==> src/verilog/lpms_seq_regs.svh <==
`ifndef LPMS_SEQ_REGS_SVH
`define LPMS_SEQ_REGS_SVH

// register offsets (byte addresses)
`define LPMS_CTRL_OFS 8'h00
`define LPMS_IRQ_OFS 8'h04
`define LPMS_STAT_OFS 8'h08

// control register fields
`define LPMS_WSEL_BIT 0
`define LPMS_LOW_SPEED_ON_FLAG_BIT 1
`define LPMS_DIRECT_TRANSFER_FLAG_BIT 3
`define LPMS_FSEL_LSB 4
`define LPMS_TAMSK_BIT 6
`define LPMS_I0MSK_BIT 7
`define LPMS_CTRL_RST 8'h00

// request flag register fields
`define LPMS_TAF_BIT 0
`define LPMS_I0F_BIT 1

// time base: prescaler (3+5 bits) and timer a (8 bits) in sub ticks
`define LPMS_TB_W 16
`define LPMS_FTAP0 9
`define LPMS_FTAP1 11
`define LPMS_FTAP2 13

// timing
`define LPMS_CLK_NS 20
`define LPMS_SETTLE_NS 1000000
`define LPMS_SETTLE_CYC ((`LPMS_SETTLE_NS + `LPMS_CLK_NS - 1) / `LPMS_CLK_NS)

`endif

==> src/verilog/lpms_pkg.sv <==
package lpms_pkg;

  typedef enum logic [4:0] {
    LPMS_ACTIVE = 5'h01,
    LPMS_STOP = 5'h02,
    LPMS_WATCH = 5'h04,
    LPMS_SETTLE = 5'h08,
    LPMS_SUBACT = 5'h10
  } lpms_state_t;

  typedef enum logic [1:0] {
    LPMS_FRAME_SHORT = 2'h0,
    LPMS_FRAME_MID = 2'h1,
    LPMS_FRAME_LONG = 2'h2,
    LPMS_FRAME_RSVD = 2'h3
  } lpms_fsel_t;

endpackage : lpms_pkg

==> src/verilog/lpms_tb_if.sv <==
`timescale 1ns/1ns
interface lpms_tb_if;
  import lpms_pkg::*;
  lpms_fsel_t frame_sel;
  logic tb_clear;
  logic strobe;
  logic ta_ovf;
  logic sub_lvl;
  modport timebase (input frame_sel, input tb_clear,
                    output strobe, output ta_ovf, output sub_lvl);
  modport seq (output frame_sel, output tb_clear,
               input strobe, input ta_ovf, input sub_lvl);
endinterface : lpms_tb_if

==> src/verilog/lpms_frame.sv <==
`timescale 1ns/1ns
`include "lpms_seq_regs.svh"
module lpms_frame
  import lpms_pkg::*;
(
  input wire logic sys_clk,
  input wire logic rst,
  input wire logic sub_osc_in,
  lpms_tb_if.timebase tb
);

  logic s1_q, s2_q, s3_q, lvl_q, lvl_d;
  logic [`LPMS_TB_W-1:0] cnt_q, cnt_d;
  logic strobe_q, strobe_d, ovf_q, ovf_d;
  logic tick;

  // pick the frame tap; the reserved code falls back to the short frame
  function automatic logic tap_hit(input lpms_fsel_t sel,
                                   input logic [`LPMS_TB_W-1:0] c);
    case (sel)
      LPMS_FRAME_MID: tap_hit = (c[`LPMS_FTAP1-1:0] == '0);
      LPMS_FRAME_LONG: tap_hit = (c[`LPMS_FTAP2-1:0] == '0);
      default: tap_hit = (c[`LPMS_FTAP0-1:0] == '0);
    endcase
  endfunction : tap_hit

  always_comb begin
    lvl_d = lvl_q;
    if (s2_q == s3_q) begin
      lvl_d = s3_q;
    end
    tick = lvl_d & ~lvl_q;
    cnt_d = cnt_q;
    strobe_d = 1'b0;
    ovf_d = 1'b0;
    if (tb.tb_clear) begin
      cnt_d = '0;
    end else if (tick) begin
      cnt_d = cnt_q + 1'b1;
      // frame time base
      // reserved frame code
      strobe_d = tap_hit(tb.frame_sel, cnt_d);
      // overflow on strobe
      ovf_d = (cnt_d == '0);
    end
  end

  always_ff @(posedge sys_clk) begin
    if (rst) begin
      s1_q <= 1'b0;
      s2_q <= 1'b0;
      s3_q <= 1'b0;
      lvl_q <= 1'b0;
      cnt_q <= '0;
      strobe_q <= 1'b0;
      ovf_q <= 1'b0;
    end else begin
      s1_q <= sub_osc_in;
      s2_q <= s1_q;
      s3_q <= s2_q;
      lvl_q <= lvl_d;
      cnt_q <= cnt_d;
      strobe_q <= strobe_d;
      ovf_q <= ovf_d;
    end
  end

  assign tb.strobe = strobe_q;
  assign tb.ta_ovf = ovf_q;
  assign tb.sub_lvl = lvl_q;

  // overflow with strobe
  ovf_on_strobe_a: assert property (
    @(posedge sys_clk) disable iff (rst) ovf_q |-> strobe_q)
    else $error("timer a overflow outside a frame strobe");

  // reserved code as short
  rsvd_frame_a: assert property (
    @(posedge sys_clk) disable iff (rst)
    (strobe_q && $past(tb.frame_sel) == LPMS_FRAME_RSVD)
      |-> cnt_q[`LPMS_FTAP0-1:0] == '0)
    else $error("reserved frame code not on the short frame");

endmodule : lpms_frame

==> src/verilog/lpms_seq.sv <==
`timescale 1ns/1ns
`include "lpms_seq_regs.svh"
// Overview of operation
// stop instruction in active with watch select 0 enters stop, oscillator off
// only reset leaves stop; reset held one settle time by outside
// stop keeps ram; cpu working registers are not guaranteed afterwards
// watch from active stop with select 1, or stop/standby in subactive
// watch exits on reset or timer/ext_irq0_pin request; low speed flag picks mode
// wake to active takes one settle time after the frame-timed request
// stop/standby in subactive goes watch or active by the two flags
// direct transfer flag bit 3 set only in subactive, cleared in active
// direct flag with low speed 0 then stop/standby moves to active
// direct transfer lasts over one settle time, under frame plus settle
// watch and subactive keep time base running; three frame periods
// low power requests and timer overflow occur only at frame strobe
// reset input returns the device to active from any state
// stop/standby with master enable off and unmasked flag acts as no-op
// software clears or masks all requests before stop or standby
// stop/standby on a subactive strobe drops the pending requests; the code only blocks flags set at that strobe, earlier flags stay set
// ext_irq0_pin sampled once per frame; falling edge is high then low samples
// source holds ext_irq0_pin high then low longer than a frame each
// subactive clocks the cpu from the sub oscillator
// interrupt wake resumes in active; service only with master enable
// two-bit frame select; the fourth code falls back to the default
module lpms_seq
  import lpms_pkg::*;
#(
  parameter int SETTLE_CYC = `LPMS_SETTLE_CYC
)(
  input wire logic sys_clk,
  input wire logic rst,
  input wire logic [7:0] addr,
  input wire logic [31:0] wdata,
  input wire logic wr,
  input wire logic rd,
  output logic [31:0] rdata,
  input wire logic stop_instr,
  input wire logic standby_instr,
  input wire logic irq_master_enable,
  input wire logic other_irq_pend,
  input wire logic ext_irq0_pin,
  input wire logic sub_osc_in,
  output logic sub_osc_out,
  output logic [4:0] mode,
  output logic sys_osc_en,
  output logic cpu_run,
  output logic cpu_clk_sub,
  output logic ram_hold,
  output logic wake_pulse,
  output logic irq_service,
  output logic instr_nop,
  output logic timer_a_irq_flag,
  output logic ext_irq0_flag
);

  localparam int CW = $clog2(SETTLE_CYC + 1);

  lpms_tb_if tb_if ();

  lpms_frame u_frame (
    .sys_clk(sys_clk),
    .rst(rst),
    .sub_osc_in(sub_osc_in),
    .tb(tb_if.timebase)
  );

  lpms_state_t st_q, st_d;
  logic [CW-1:0] cnt_q, cnt_d;
  logic [7:0] ctrl_q, ctrl_d;
  logic direct_transfer_flag_q, direct_transfer_flag_d, direct_q, direct_d;
  logic taf_q, taf_d, i0f_q, i0f_d;
  logic i0_s1_q, i0_s2_q, i0_s3_q, i0_lvl_q, i0_lvl_d;
  logic i0_smp_q, i0_smp_d;
  logic [31:0] rdata_q, rdata_d;
  logic osc_q, run_q, sub_q, hold_q, wake_q, svc_q, nop_q, sout_q;
  logic lowpow, instr, pend, nop, drop, ta_set, i0_set, i0_edge, wake_d;

  function automatic logic [31:0] zext8(input logic [7:0] v);
    zext8 = {24'h000000, v};
  endfunction : zext8

  assign tb_if.frame_sel = lpms_fsel_t'(ctrl_q[`LPMS_FSEL_LSB +: 2]);
  // time base halted in stop
  assign tb_if.tb_clear = (st_q == LPMS_STOP);

  always_comb begin
    lowpow = (st_q == LPMS_WATCH) || (st_q == LPMS_SUBACT);
    instr = stop_instr | standby_instr;
    pend = (taf_q & ~ctrl_q[`LPMS_TAMSK_BIT])
         | (i0f_q & ~ctrl_q[`LPMS_I0MSK_BIT]) | other_irq_pend;
    // cancelled low power instruction
    nop = instr & ~irq_master_enable & pend;
    // drop requests on strobe
    drop = (st_q == LPMS_SUBACT) & instr & tb_if.strobe;
    i0_lvl_d = i0_lvl_q;
    if (i0_s2_q == i0_s3_q) begin
      i0_lvl_d = i0_s3_q;
    end
    i0_smp_d = i0_smp_q;
    if (lowpow) begin
      // per frame sampling
      i0_edge = tb_if.strobe & i0_smp_q & ~i0_lvl_q;
      if (tb_if.strobe) begin
        i0_smp_d = i0_lvl_q;
      end
    end else begin
      i0_edge = i0_lvl_q & ~i0_lvl_d;
      i0_smp_d = i0_lvl_q;
    end
    // requests raised at strobe
    ta_set = tb_if.ta_ovf & ~drop & (st_q != LPMS_STOP);
    i0_set = i0_edge & ~drop;
  end

  always_comb begin
    st_d = st_q;
    cnt_d = cnt_q;
    direct_d = direct_q;
    wake_d = 1'b0;
    case (st_q)
      LPMS_ACTIVE: begin
        if (stop_instr && !nop) begin
          // stop entry
          // watch entry
          st_d = ctrl_q[`LPMS_WSEL_BIT] ? LPMS_WATCH : LPMS_STOP;
        end
      end
      LPMS_STOP: begin
        // only reset leaves
        st_d = LPMS_STOP;
      end
      LPMS_WATCH: begin
        if (direct_q && tb_if.strobe) begin
          // direct transfer waits one strobe
          st_d = LPMS_SETTLE;
          cnt_d = CW'(SETTLE_CYC - 1);
        end else if (ta_set || i0_set) begin
          // wake by request
          if (ctrl_q[`LPMS_LOW_SPEED_ON_FLAG_BIT]) begin
            st_d = LPMS_SUBACT;
          end else begin
            // settle before active
            st_d = LPMS_SETTLE;
            cnt_d = CW'(SETTLE_CYC - 1);
          end
        end
      end
      LPMS_SETTLE: begin
        if (cnt_q == '0) begin
          // resume in active
          st_d = LPMS_ACTIVE;
          direct_d = 1'b0;
          wake_d = 1'b1;
        end else begin
          cnt_d = cnt_q - 1'b1;
        end
      end
      LPMS_SUBACT: begin
        if (instr && !nop) begin
          // subactive exit choice
          // direct transfer request
          st_d = LPMS_WATCH;
          direct_d = direct_transfer_flag_q & ~ctrl_q[`LPMS_LOW_SPEED_ON_FLAG_BIT];
        end
      end
      default: st_d = LPMS_ACTIVE;
    endcase
  end

  always_comb begin
    ctrl_d = ctrl_q;
    direct_transfer_flag_d = direct_transfer_flag_q;
    taf_d = taf_q;
    i0f_d = i0f_q;
    rdata_d = 32'h00000000;
    if (wr && addr == `LPMS_CTRL_OFS) begin
      ctrl_d = wdata[7:0];
      ctrl_d[`LPMS_DIRECT_TRANSFER_FLAG_BIT] = 1'b0;
      // settable only in subactive
      if (!wdata[`LPMS_DIRECT_TRANSFER_FLAG_BIT] || st_q == LPMS_SUBACT) begin
        direct_transfer_flag_d = wdata[`LPMS_DIRECT_TRANSFER_FLAG_BIT];
      end
    end else if (wr && addr == `LPMS_IRQ_OFS) begin
      taf_d = taf_q & ~wdata[`LPMS_TAF_BIT];
      i0f_d = i0f_q & ~wdata[`LPMS_I0F_BIT];
    end
    // cleared on entry to active
    if (st_d == LPMS_ACTIVE) begin
      direct_transfer_flag_d = 1'b0;
    end
    // hardware set wins over a same-cycle clear
    if (ta_set) begin
      taf_d = 1'b1;
    end
    if (i0_set) begin
      i0f_d = 1'b1;
    end
    if (rd && addr == `LPMS_CTRL_OFS) begin
      rdata_d = zext8(ctrl_q | ({7'h00, direct_transfer_flag_q} << `LPMS_DIRECT_TRANSFER_FLAG_BIT));
    end else if (rd && addr == `LPMS_IRQ_OFS) begin
      rdata_d = zext8({6'h00, i0f_q, taf_q});
    end else if (rd && addr == `LPMS_STAT_OFS) begin
      rdata_d = zext8({3'h0, st_q});
    end
  end

  always_ff @(posedge sys_clk) begin
    // reset from any state
    if (rst) begin
      st_q <= LPMS_ACTIVE;
      cnt_q <= '0;
      direct_q <= 1'b0;
      ctrl_q <= `LPMS_CTRL_RST;
      direct_transfer_flag_q <= 1'b0;
      taf_q <= 1'b0;
      i0f_q <= 1'b0;
      i0_s1_q <= 1'b1;
      i0_s2_q <= 1'b1;
      i0_s3_q <= 1'b1;
      i0_lvl_q <= 1'b1;
      i0_smp_q <= 1'b1;
      rdata_q <= 32'h00000000;
      osc_q <= 1'b1;
      run_q <= 1'b1;
      sub_q <= 1'b0;
      hold_q <= 1'b0;
      wake_q <= 1'b0;
      svc_q <= 1'b0;
      nop_q <= 1'b0;
      sout_q <= 1'b1;
    end else begin
      st_q <= st_d;
      cnt_q <= cnt_d;
      direct_q <= direct_d;
      ctrl_q <= ctrl_d;
      direct_transfer_flag_q <= direct_transfer_flag_d;
      taf_q <= taf_d;
      i0f_q <= i0f_d;
      i0_s1_q <= ext_irq0_pin;
      i0_s2_q <= i0_s1_q;
      i0_s3_q <= i0_s2_q;
      i0_lvl_q <= i0_lvl_d;
      i0_smp_q <= i0_smp_d;
      rdata_q <= rdata_d;
      osc_q <= (st_d == LPMS_ACTIVE) || (st_d == LPMS_SETTLE);
      run_q <= (st_d == LPMS_ACTIVE) || (st_d == LPMS_SUBACT);
      // cpu on sub oscillator
      sub_q <= (st_d == LPMS_SUBACT);
      // ram kept in stop and watch
      hold_q <= (st_d == LPMS_STOP) || (st_d == LPMS_WATCH);
      wake_q <= wake_d;
      // service only when enabled
      svc_q <= wake_d & irq_master_enable & pend;
      nop_q <= nop && (st_q == LPMS_ACTIVE || st_q == LPMS_SUBACT);
      sout_q <= ~tb_if.sub_lvl;
    end
  end

  assign rdata = rdata_q;
  assign mode = st_q;
  assign sys_osc_en = osc_q;
  assign cpu_run = run_q;
  assign cpu_clk_sub = sub_q;
  assign ram_hold = hold_q;
  assign wake_pulse = wake_q;
  assign irq_service = svc_q;
  assign instr_nop = nop_q;
  assign timer_a_irq_flag = taf_q;
  assign ext_irq0_flag = i0f_q;
  assign sub_osc_out = sout_q;

  // stop entry check
  stop_entry_a: assert property (
    @(posedge sys_clk) disable iff (rst)
    (st_q == LPMS_ACTIVE && stop_instr && !nop && !ctrl_q[`LPMS_WSEL_BIT])
      |=> (st_q == LPMS_STOP) && !sys_osc_en)
    else $error("stop instruction did not halt the oscillator");

  // stop held check
  stop_hold_a: assert property (
    @(posedge sys_clk) disable iff (rst)
    st_q == LPMS_STOP |=> st_q == LPMS_STOP)
    else $error("stop left without reset");

  // watch entry check
  watch_entry_a: assert property (
    @(posedge sys_clk) disable iff (rst)
    (st_q == LPMS_ACTIVE && stop_instr && !nop && ctrl_q[`LPMS_WSEL_BIT])
      |=> st_q == LPMS_WATCH && ram_hold)
    else $error("watch not entered");

  // subactive wake check
  sub_wake_a: assert property (
    @(posedge sys_clk) disable iff (rst)
    (st_q == LPMS_WATCH && !direct_q && (ta_set || i0_set)
      && ctrl_q[`LPMS_LOW_SPEED_ON_FLAG_BIT])
      |=> st_q == LPMS_SUBACT && cpu_clk_sub)
    else $error("request did not wake to subactive");

  // settle end check
  settle_end_a: assert property (
    @(posedge sys_clk) disable iff (rst)
    (st_q == LPMS_SETTLE && cnt_q == '0)
      |=> st_q == LPMS_ACTIVE && wake_pulse ##1 !wake_pulse)
    else $error("settle did not end in active");

  // direct flag check
  direct_transfer_flag_clear_a: assert property (
    @(posedge sys_clk) disable iff (rst)
    st_q == LPMS_ACTIVE |-> !direct_transfer_flag_q)
    else $error("direct flag set while active");

  // cancelled instruction check
  nop_stay_a: assert property (
    @(posedge sys_clk) disable iff (rst)
    (st_q == LPMS_ACTIVE && nop) |=> st_q == LPMS_ACTIVE && instr_nop)
    else $error("blocked instruction changed mode");

  // dropped request check
  drop_req_a: assert property (
    @(posedge sys_clk) disable iff (rst)
    (drop && !taf_q && !i0f_q) |=> !taf_q && !i0f_q)
    else $error("request kept on a strobe-time instruction");

endmodule : lpms_seq

==> config.mk <==
export PLATFORM = sky130hd
export DESIGN_NAME = lpms_seq
export DESIGN_NICKNAME = d
export VERILOG_FILES = /design/src/verilog/lpms_pkg.sv /design/src/verilog/lpms_tb_if.sv /design/src/verilog/lpms_frame.sv /design/src/verilog/lpms_seq.sv
export VERILOG_INCLUDE_DIRS = /design/src /design/src/verilog
export SDC_FILE = /design/constraint.sdc
export NUM_CORES = 1
export LEC_CHECK = 0
export BUFFER_PORTS_ARGS = -buffer_cell sky130_fd_sc_hd__buf_2
export CORE_MARGIN = 3
export CORE_UTILIZATION = 50
export DETAILED_ROUTE_END_ITERATION = 7
export PLACE_DENSITY_LB_ADDON = 0.25
export SYNTH_ARGS = -nofsm -noshare
export SYNTH_HDL_FRONTEND = slang
export SYNTH_SLANG_ARGS = --single-unit
==> constraint.sdc <==
create_clock -name sys_clk -period 3 [get_ports sys_clk]
set_clock_uncertainty 0.15 [all_clocks]
set_input_delay 0.6 -clock sys_clk [delete_from_list [all_inputs] [get_ports sys_clk]]
set_output_delay 0.6 -clock sys_clk [all_outputs]
set_load 0.05 [all_outputs]
# ---- Yosys cells after proc, flatten, opt, wreduce, memory -nomap -nowiden
# Cells that the tools add are included.
dict set report classes {
  eq_ne 25
  mux 33
  n_reduce_logical 37
  addsub 2
  bitwise_logic 33
}
# op n
set ops {}
lappend ops {{$mux 16} 4}
lappend ops {{$mux 5} 8}
lappend ops {{$logic_not 16->1} 2}
lappend ops {{$pmux 16 s2} 1}
lappend ops {{$pmux 5 s5} 1}
lappend ops {{$and 1x1->1} 18}
lappend ops {{$add 16x1->16 const B} 1}
lappend ops {{$sub 16x1->16 const B} 1}
lappend ops {{$mux 1} 15}
lappend ops {{$logic_not 13->1} 1}
lappend ops {{$logic_not 11->1} 1}
lappend ops {{$not 1->1} 11}
lappend ops {{$eq 5x1->1 const B} 2}
lappend ops {{$eq 5x2->1 const B} 2}
lappend ops {{$eq 5x3->1 const B} 2}
lappend ops {{$eq 5x4->1 const B} 2}
lappend ops {{$eq 5x5->1 const B} 2}
lappend ops {{$ne 2x2->1 const B} 5}
lappend ops {{$logic_and 1x1->1} 9}
lappend ops {{$logic_not 9->1} 1}
lappend ops {{$eq 8x3->1 const B} 1}
lappend ops {{$eq 8x4->1 const B} 1}
lappend ops {{$logic_not 8->1} 1}
lappend ops {{$mux 8} 1}
lappend ops {{19 further kinds} 37}
dict set report totals {
  reg_bits 99
  inputBits 50
}

# ---- Logic depth before layout (Yosys ltp)
dict set report depth {
  ltp_word 12
  mapped_depth 9
  depth_no_buf 7
}

# ---- Hierarchy
# From an unflattened synthesis, not the netlist that was laid out.
dict set report unflattened {
  cells_unflattened 419
  area_unflattened_um2 3667.3
}
# mod area_per_inst_um2 cells_per_inst instances
set by_module_without_submodules {}
lappend by_module_without_submodules {lpms_seq 2562.5 294 1}
lappend by_module_without_submodules {lpms_frame 1104.8 125 1}

# ---- Least setup slack after synthesis
# Ideal clock, no wire load.
dict set report synth_path {
  path_kind {reg2reg}
  start {register st_q[4] (netlist: mode[4])}
  end {register cnt_q[10]}
  setup_time_ps 71
  path_stages_with_launch 8
  n_path_buf 2
  arrival_ps 2305
  slack_ps 474
  period_less_slack_ps 2526
  path_cell_list {dfxtp_1 > buf_2 > xor2_1 > and3b_1 > nor2_2 > buf_4 > or4_2 > a21oi_1}
}
dict set report synth_between {
  elab_chain_len 9
}
# element line_no
set synth_rtl {}
lappend synth_rtl {{start, declared} lpms_seq.sv:67} ;# lpms_state_t st_q, st_d;
lappend synth_rtl {{start signal, assigned} lpms_seq.sv:232} ;# st_q <= st_d;
lappend synth_rtl {{$eq 5x5->1} {lpms_seq.sv:87, lpms_seq.sv:94}}
lappend synth_rtl {{$and 1x1->1 (2 in a row)} lpms_seq.sv:94} ;# drop = (st_q == LPMS_SUBACT) & instr & tb_if.strobe;
lappend synth_rtl {{$not 1->1} {lpms_seq.sv:111, lpms_seq.sv:112}}
lappend synth_rtl {{$and 1x1->1 (2 in a row)} lpms_seq.sv:111} ;# ta_set = tb_if.ta_ovf & ~drop & (st_q != LPMS_STOP);
lappend synth_rtl {{$logic_or 1x1->1} lpms_seq.sv:137} ;# end else if (ta_set || i0_set) begin
lappend synth_rtl {{$ne 3x1->1 (no source line)} --}
lappend synth_rtl {{$reduce_and 4->1 (no source line)} --}
lappend synth_rtl {{end signal, assigned} lpms_seq.sv:233} ;# cnt_q <= cnt_d;
lappend synth_rtl {{end, declared} lpms_seq.sv:68} ;# logic [CW-1:0] cnt_q, cnt_d;
# Parallel ways exist; a longest one is shown, timed or not.
# A chain may end at the register's enable or synchronous reset.

# ---- Worst setup path after layout
dict set report layout_path {
  start {register cnt_q[0]}
  end {register cnt_q[8]}
}
dict set report layout_between {
  elab_chain_len 3
}
# element line_no
set layout_rtl {}
lappend layout_rtl {{$sub 16x1->16 / $logic_not 16->1 (equally long branches)} {lpms_seq.sv:155, lpms_seq.sv:149}}
lappend layout_rtl {{$mux 16 / $ne 2x2->1 (equally long branches)} --}
lappend layout_rtl {{$pmux 16 s2 / $reduce_and 4->1 (equally long branches)} --}
# Parallel ways exist; a longest one is shown, timed or not. The select of a mux whose other input is x is not followed.

==> impl_metrics.yaml <==
outcome:
  status: "completed"
pwr:
  cellPowerDensity_nw_per_um2: 487
  ir_drop_uv: 467
  p_leak_nw: 1.76
min_path:
  hp-class: "reg2reg"
  hold-path-cell-count: 1
  min-delay-start: "i0_s1_q"
  holdPathEnd: "i0_s2_q"
sta:
  worst_slew_pin_slew_ps: 563
  fin_crit_ps: 2650
  setup_tns_ps: 0
  max-slew-margin-rel: 0.621
  fmax_mhz: 378
  hold_viol_final: 0
  fin_crit_sh: 0.882
  drv_slew: 0
  rsz0062_at_grt: "no"
  final-setup-viol-count: 0
cts:
  cts_buffers: 9
  cts_sinks: 75
  clk_latency_ps: 340
  holdBufCountCts: 0
  cts_max_path_buffers: 2
  postCtsResizedCells: 0
  cts_root_buf: "clkbuf_8"
  cts_setup_buffers: 0
  clk_pin_slew_worst_paths_ps: 80
  h-tree-depth: 3
  cts_tree: "yes"
cells_and_area:
  fin_nets: 546
  drive_above_1_share: 0.188
  multi_input_area_um2: 2030
  synthToLayoutAreaGrowth_pct: 12.3
  fill_cells: 696
  stdcell_area_um2: 4250
  antenna_cells: 0
  seqCellArea_um2: 1500
logic_synthesis:
  ys_types: 57
  synth_ff_type: "dfxtp_1"
  synth.top_cells.by_count: "75 x dfxtp_1, 49 x nor2_1, 29 x buf_4, 27 x nand2_1, 23 x a21oi_1"
  syn_inst: 444
  yosys-top-cells-area: "dfxtp_1 40%, buf_4 5.8%, nor2_1 4.9%"
  yosysSeqAreaShare: 0.397
  yosysMostFrequentCell: "dfxtp_1"
  syn_area_per_cell_um2: 8.52
  synth_enable_flop_cells: 0
  yosys.area.top_type: "dfxtp_1"
  synth_area_um2: 3780
  ys_ff_latch: 75
  yosysTopAreaCellShare: 0.397
  yosysWarnings: 0
  synthArstFlopShare: 0
floorplan:
  placementRows: 31
  ios: 97
  die_w_um: 93.0
  start_util: 0.519
  die_y_um: 93.0
  die-area_um2: 8640
  core_um2: 7290
routing:
  vias: 3285
  drtIter0Drc: 129
  vias_per_cell: 5.52
  wire_per_inst_um: 13.8
  drc: 0
  detail-route-antenna-nets: 0
  wirelength_mm: 8.19
  dr.pass1.iters: 4
worst_setup_path:
  cp_max_fo: 27
  worstReg2RegEnd: "cnt_q[8]"
  endpoint_kind: "flip-flop"
  cp_slowest_cell: "a31o_2"
  crit_path_cell_trace: "inv_1 -> ha_1 -> or3b_1 -> nor3_1 -> a31o_2 -> or2_2 -> o221a_2"
  r2r_start: "cnt_q[0]"
  slowest_delay_ps: 540
  critPathKind: "reg2reg"
  rr_worst_depth: 7
  r2r_setup_slack_ps: 350
  worst_setup_path_start_kind: "flip-flop"
  required_ps: 3140
  cp.arrival_ps: 2790
global_route:
  track_usage: 0.196
  antenna_found_initial: 0
  grt_pass1_wl_mm: 13.7
  overflow: 0
  grt_pass1_vias: 2993
  grt_max_degree: 30
placement:
  dpl.hpwl_mm: 5.93
  globalplace.congestion: 0.860
  portBuffers: 48
  postPlaceCellArea_um2: 4020
run:
  maxCapViolCount: 0
-- through the flow --
step                utilization  hold slack, ps  worst slack, ps  cells  power [W]
finish                    0.582             254              355    595    0.00207
global placement          0.551             243              479    579    0.00122
global route              0.582             273              132    595    0.00214
floorplan                     -             228              474    467    0.00121
detailed placement        0.551             246              390    579    0.00123
CTS                       0.582             260              362    595    0.00208
-- per-layer routing --
| metal | vias up | GRT usage | wire (µm) |
|---|---|---|---|
| li1 | 1656 | - | - |
| met1 | 1553 | 0.255 | 3700 |
| met2 | 69 | 0.317 | 3990 |
| met3 | 7 | 0.0455 | 401 |
| met4 | 0 | 0.0672 | 96 |
| met5 | - | 0 | 0 |
-- logic make-up (layout without fill, tap and decap cells) --
logic type	after synthesis	after routing	share of synthesized area
and+or+nand+nor	182	182	0.256
AOI/OAI and AO/OA	91	91	0.167
DFF	75	75	0.397
buffers and inverters	60	89	0.0897
xor gates and xnor gates	19	19	0.0440
muxes	11	11	0.0291
adders and majority gates	5	5	0.0165
other	1	24	0.000992
-- power breakdown --
part           switching (W)  internal [W]
logic               0.000147     0.0000413
registers          0.0000106       0.00101
clock network       0.000389      0.000474
total               0.000546       0.00152
-- state kept, by name, indices dropped and copies added, names as in the netlist, 5 cells and up --
| register | cells |
|---|---|
| cnt_q | 16 |
| ctrl_q | 7 |
| mode | 5 |
| rdata | 8 |
| u_frame.cnt_q | 16 |
-- cells in the final DEF (no fill, tap or decap), drive strengths merged, types with 3 or more instances in the layout --
master / n
mux2i: 11
xnor2: 6
a31o: 3
o31ai: 12
o221a: 3
ha: 5
a21oi: 23
a211oi: 4
buf: 57
nand2: 27
nor3: 19
nand3: 10
and2: 8
o21ai: 16
a2111oi: 3
or2: 6
nor2: 50
dfxtp: 75
inv: 17
nand4: 6
a221oi: 3
nor4: 6
or3: 12
o41ai: 3
or4: 14
a41oi: 3
xor2: 13
nor2b: 7
and3: 4
clkbuf: 9
a31oi: 8
conb: 24
-- cell type report --
cell class | instances | area share
inverter | 16 | 0.0141
sequential | 75 | 0.354
tap | 99 | 0.0292
clock inverter | 7 | 0.0239
multi-input combinational | 332 | 0.477
timing repair buffer | 57 | 0.0725
clock buffer | 9 | 0.0292
-- worst max path at each step --
stage | end | from
finish | cnt_q[8] | cnt_q[0]
global route | cnt_q[1] | cnt_q[0]
CTS | cnt_q[8] | cnt_q[0]
detailed placement | cnt_q[1] | cnt_q[0]
global placement | cnt_q[8] | cnt_q[0]
floorplan | cnt_q[10] | mode[4]
-- critical path, delay by kind of cell, from the launching register on --
kind,cells,cell delay (ps)
adders and majority gates,1,190
and+or+nand+nor,3,1100
DFF,1,350
AOI/OAI and AO/OA,2,730
buffers and inverters,1,80
Power figures use the tool's default switching activity.
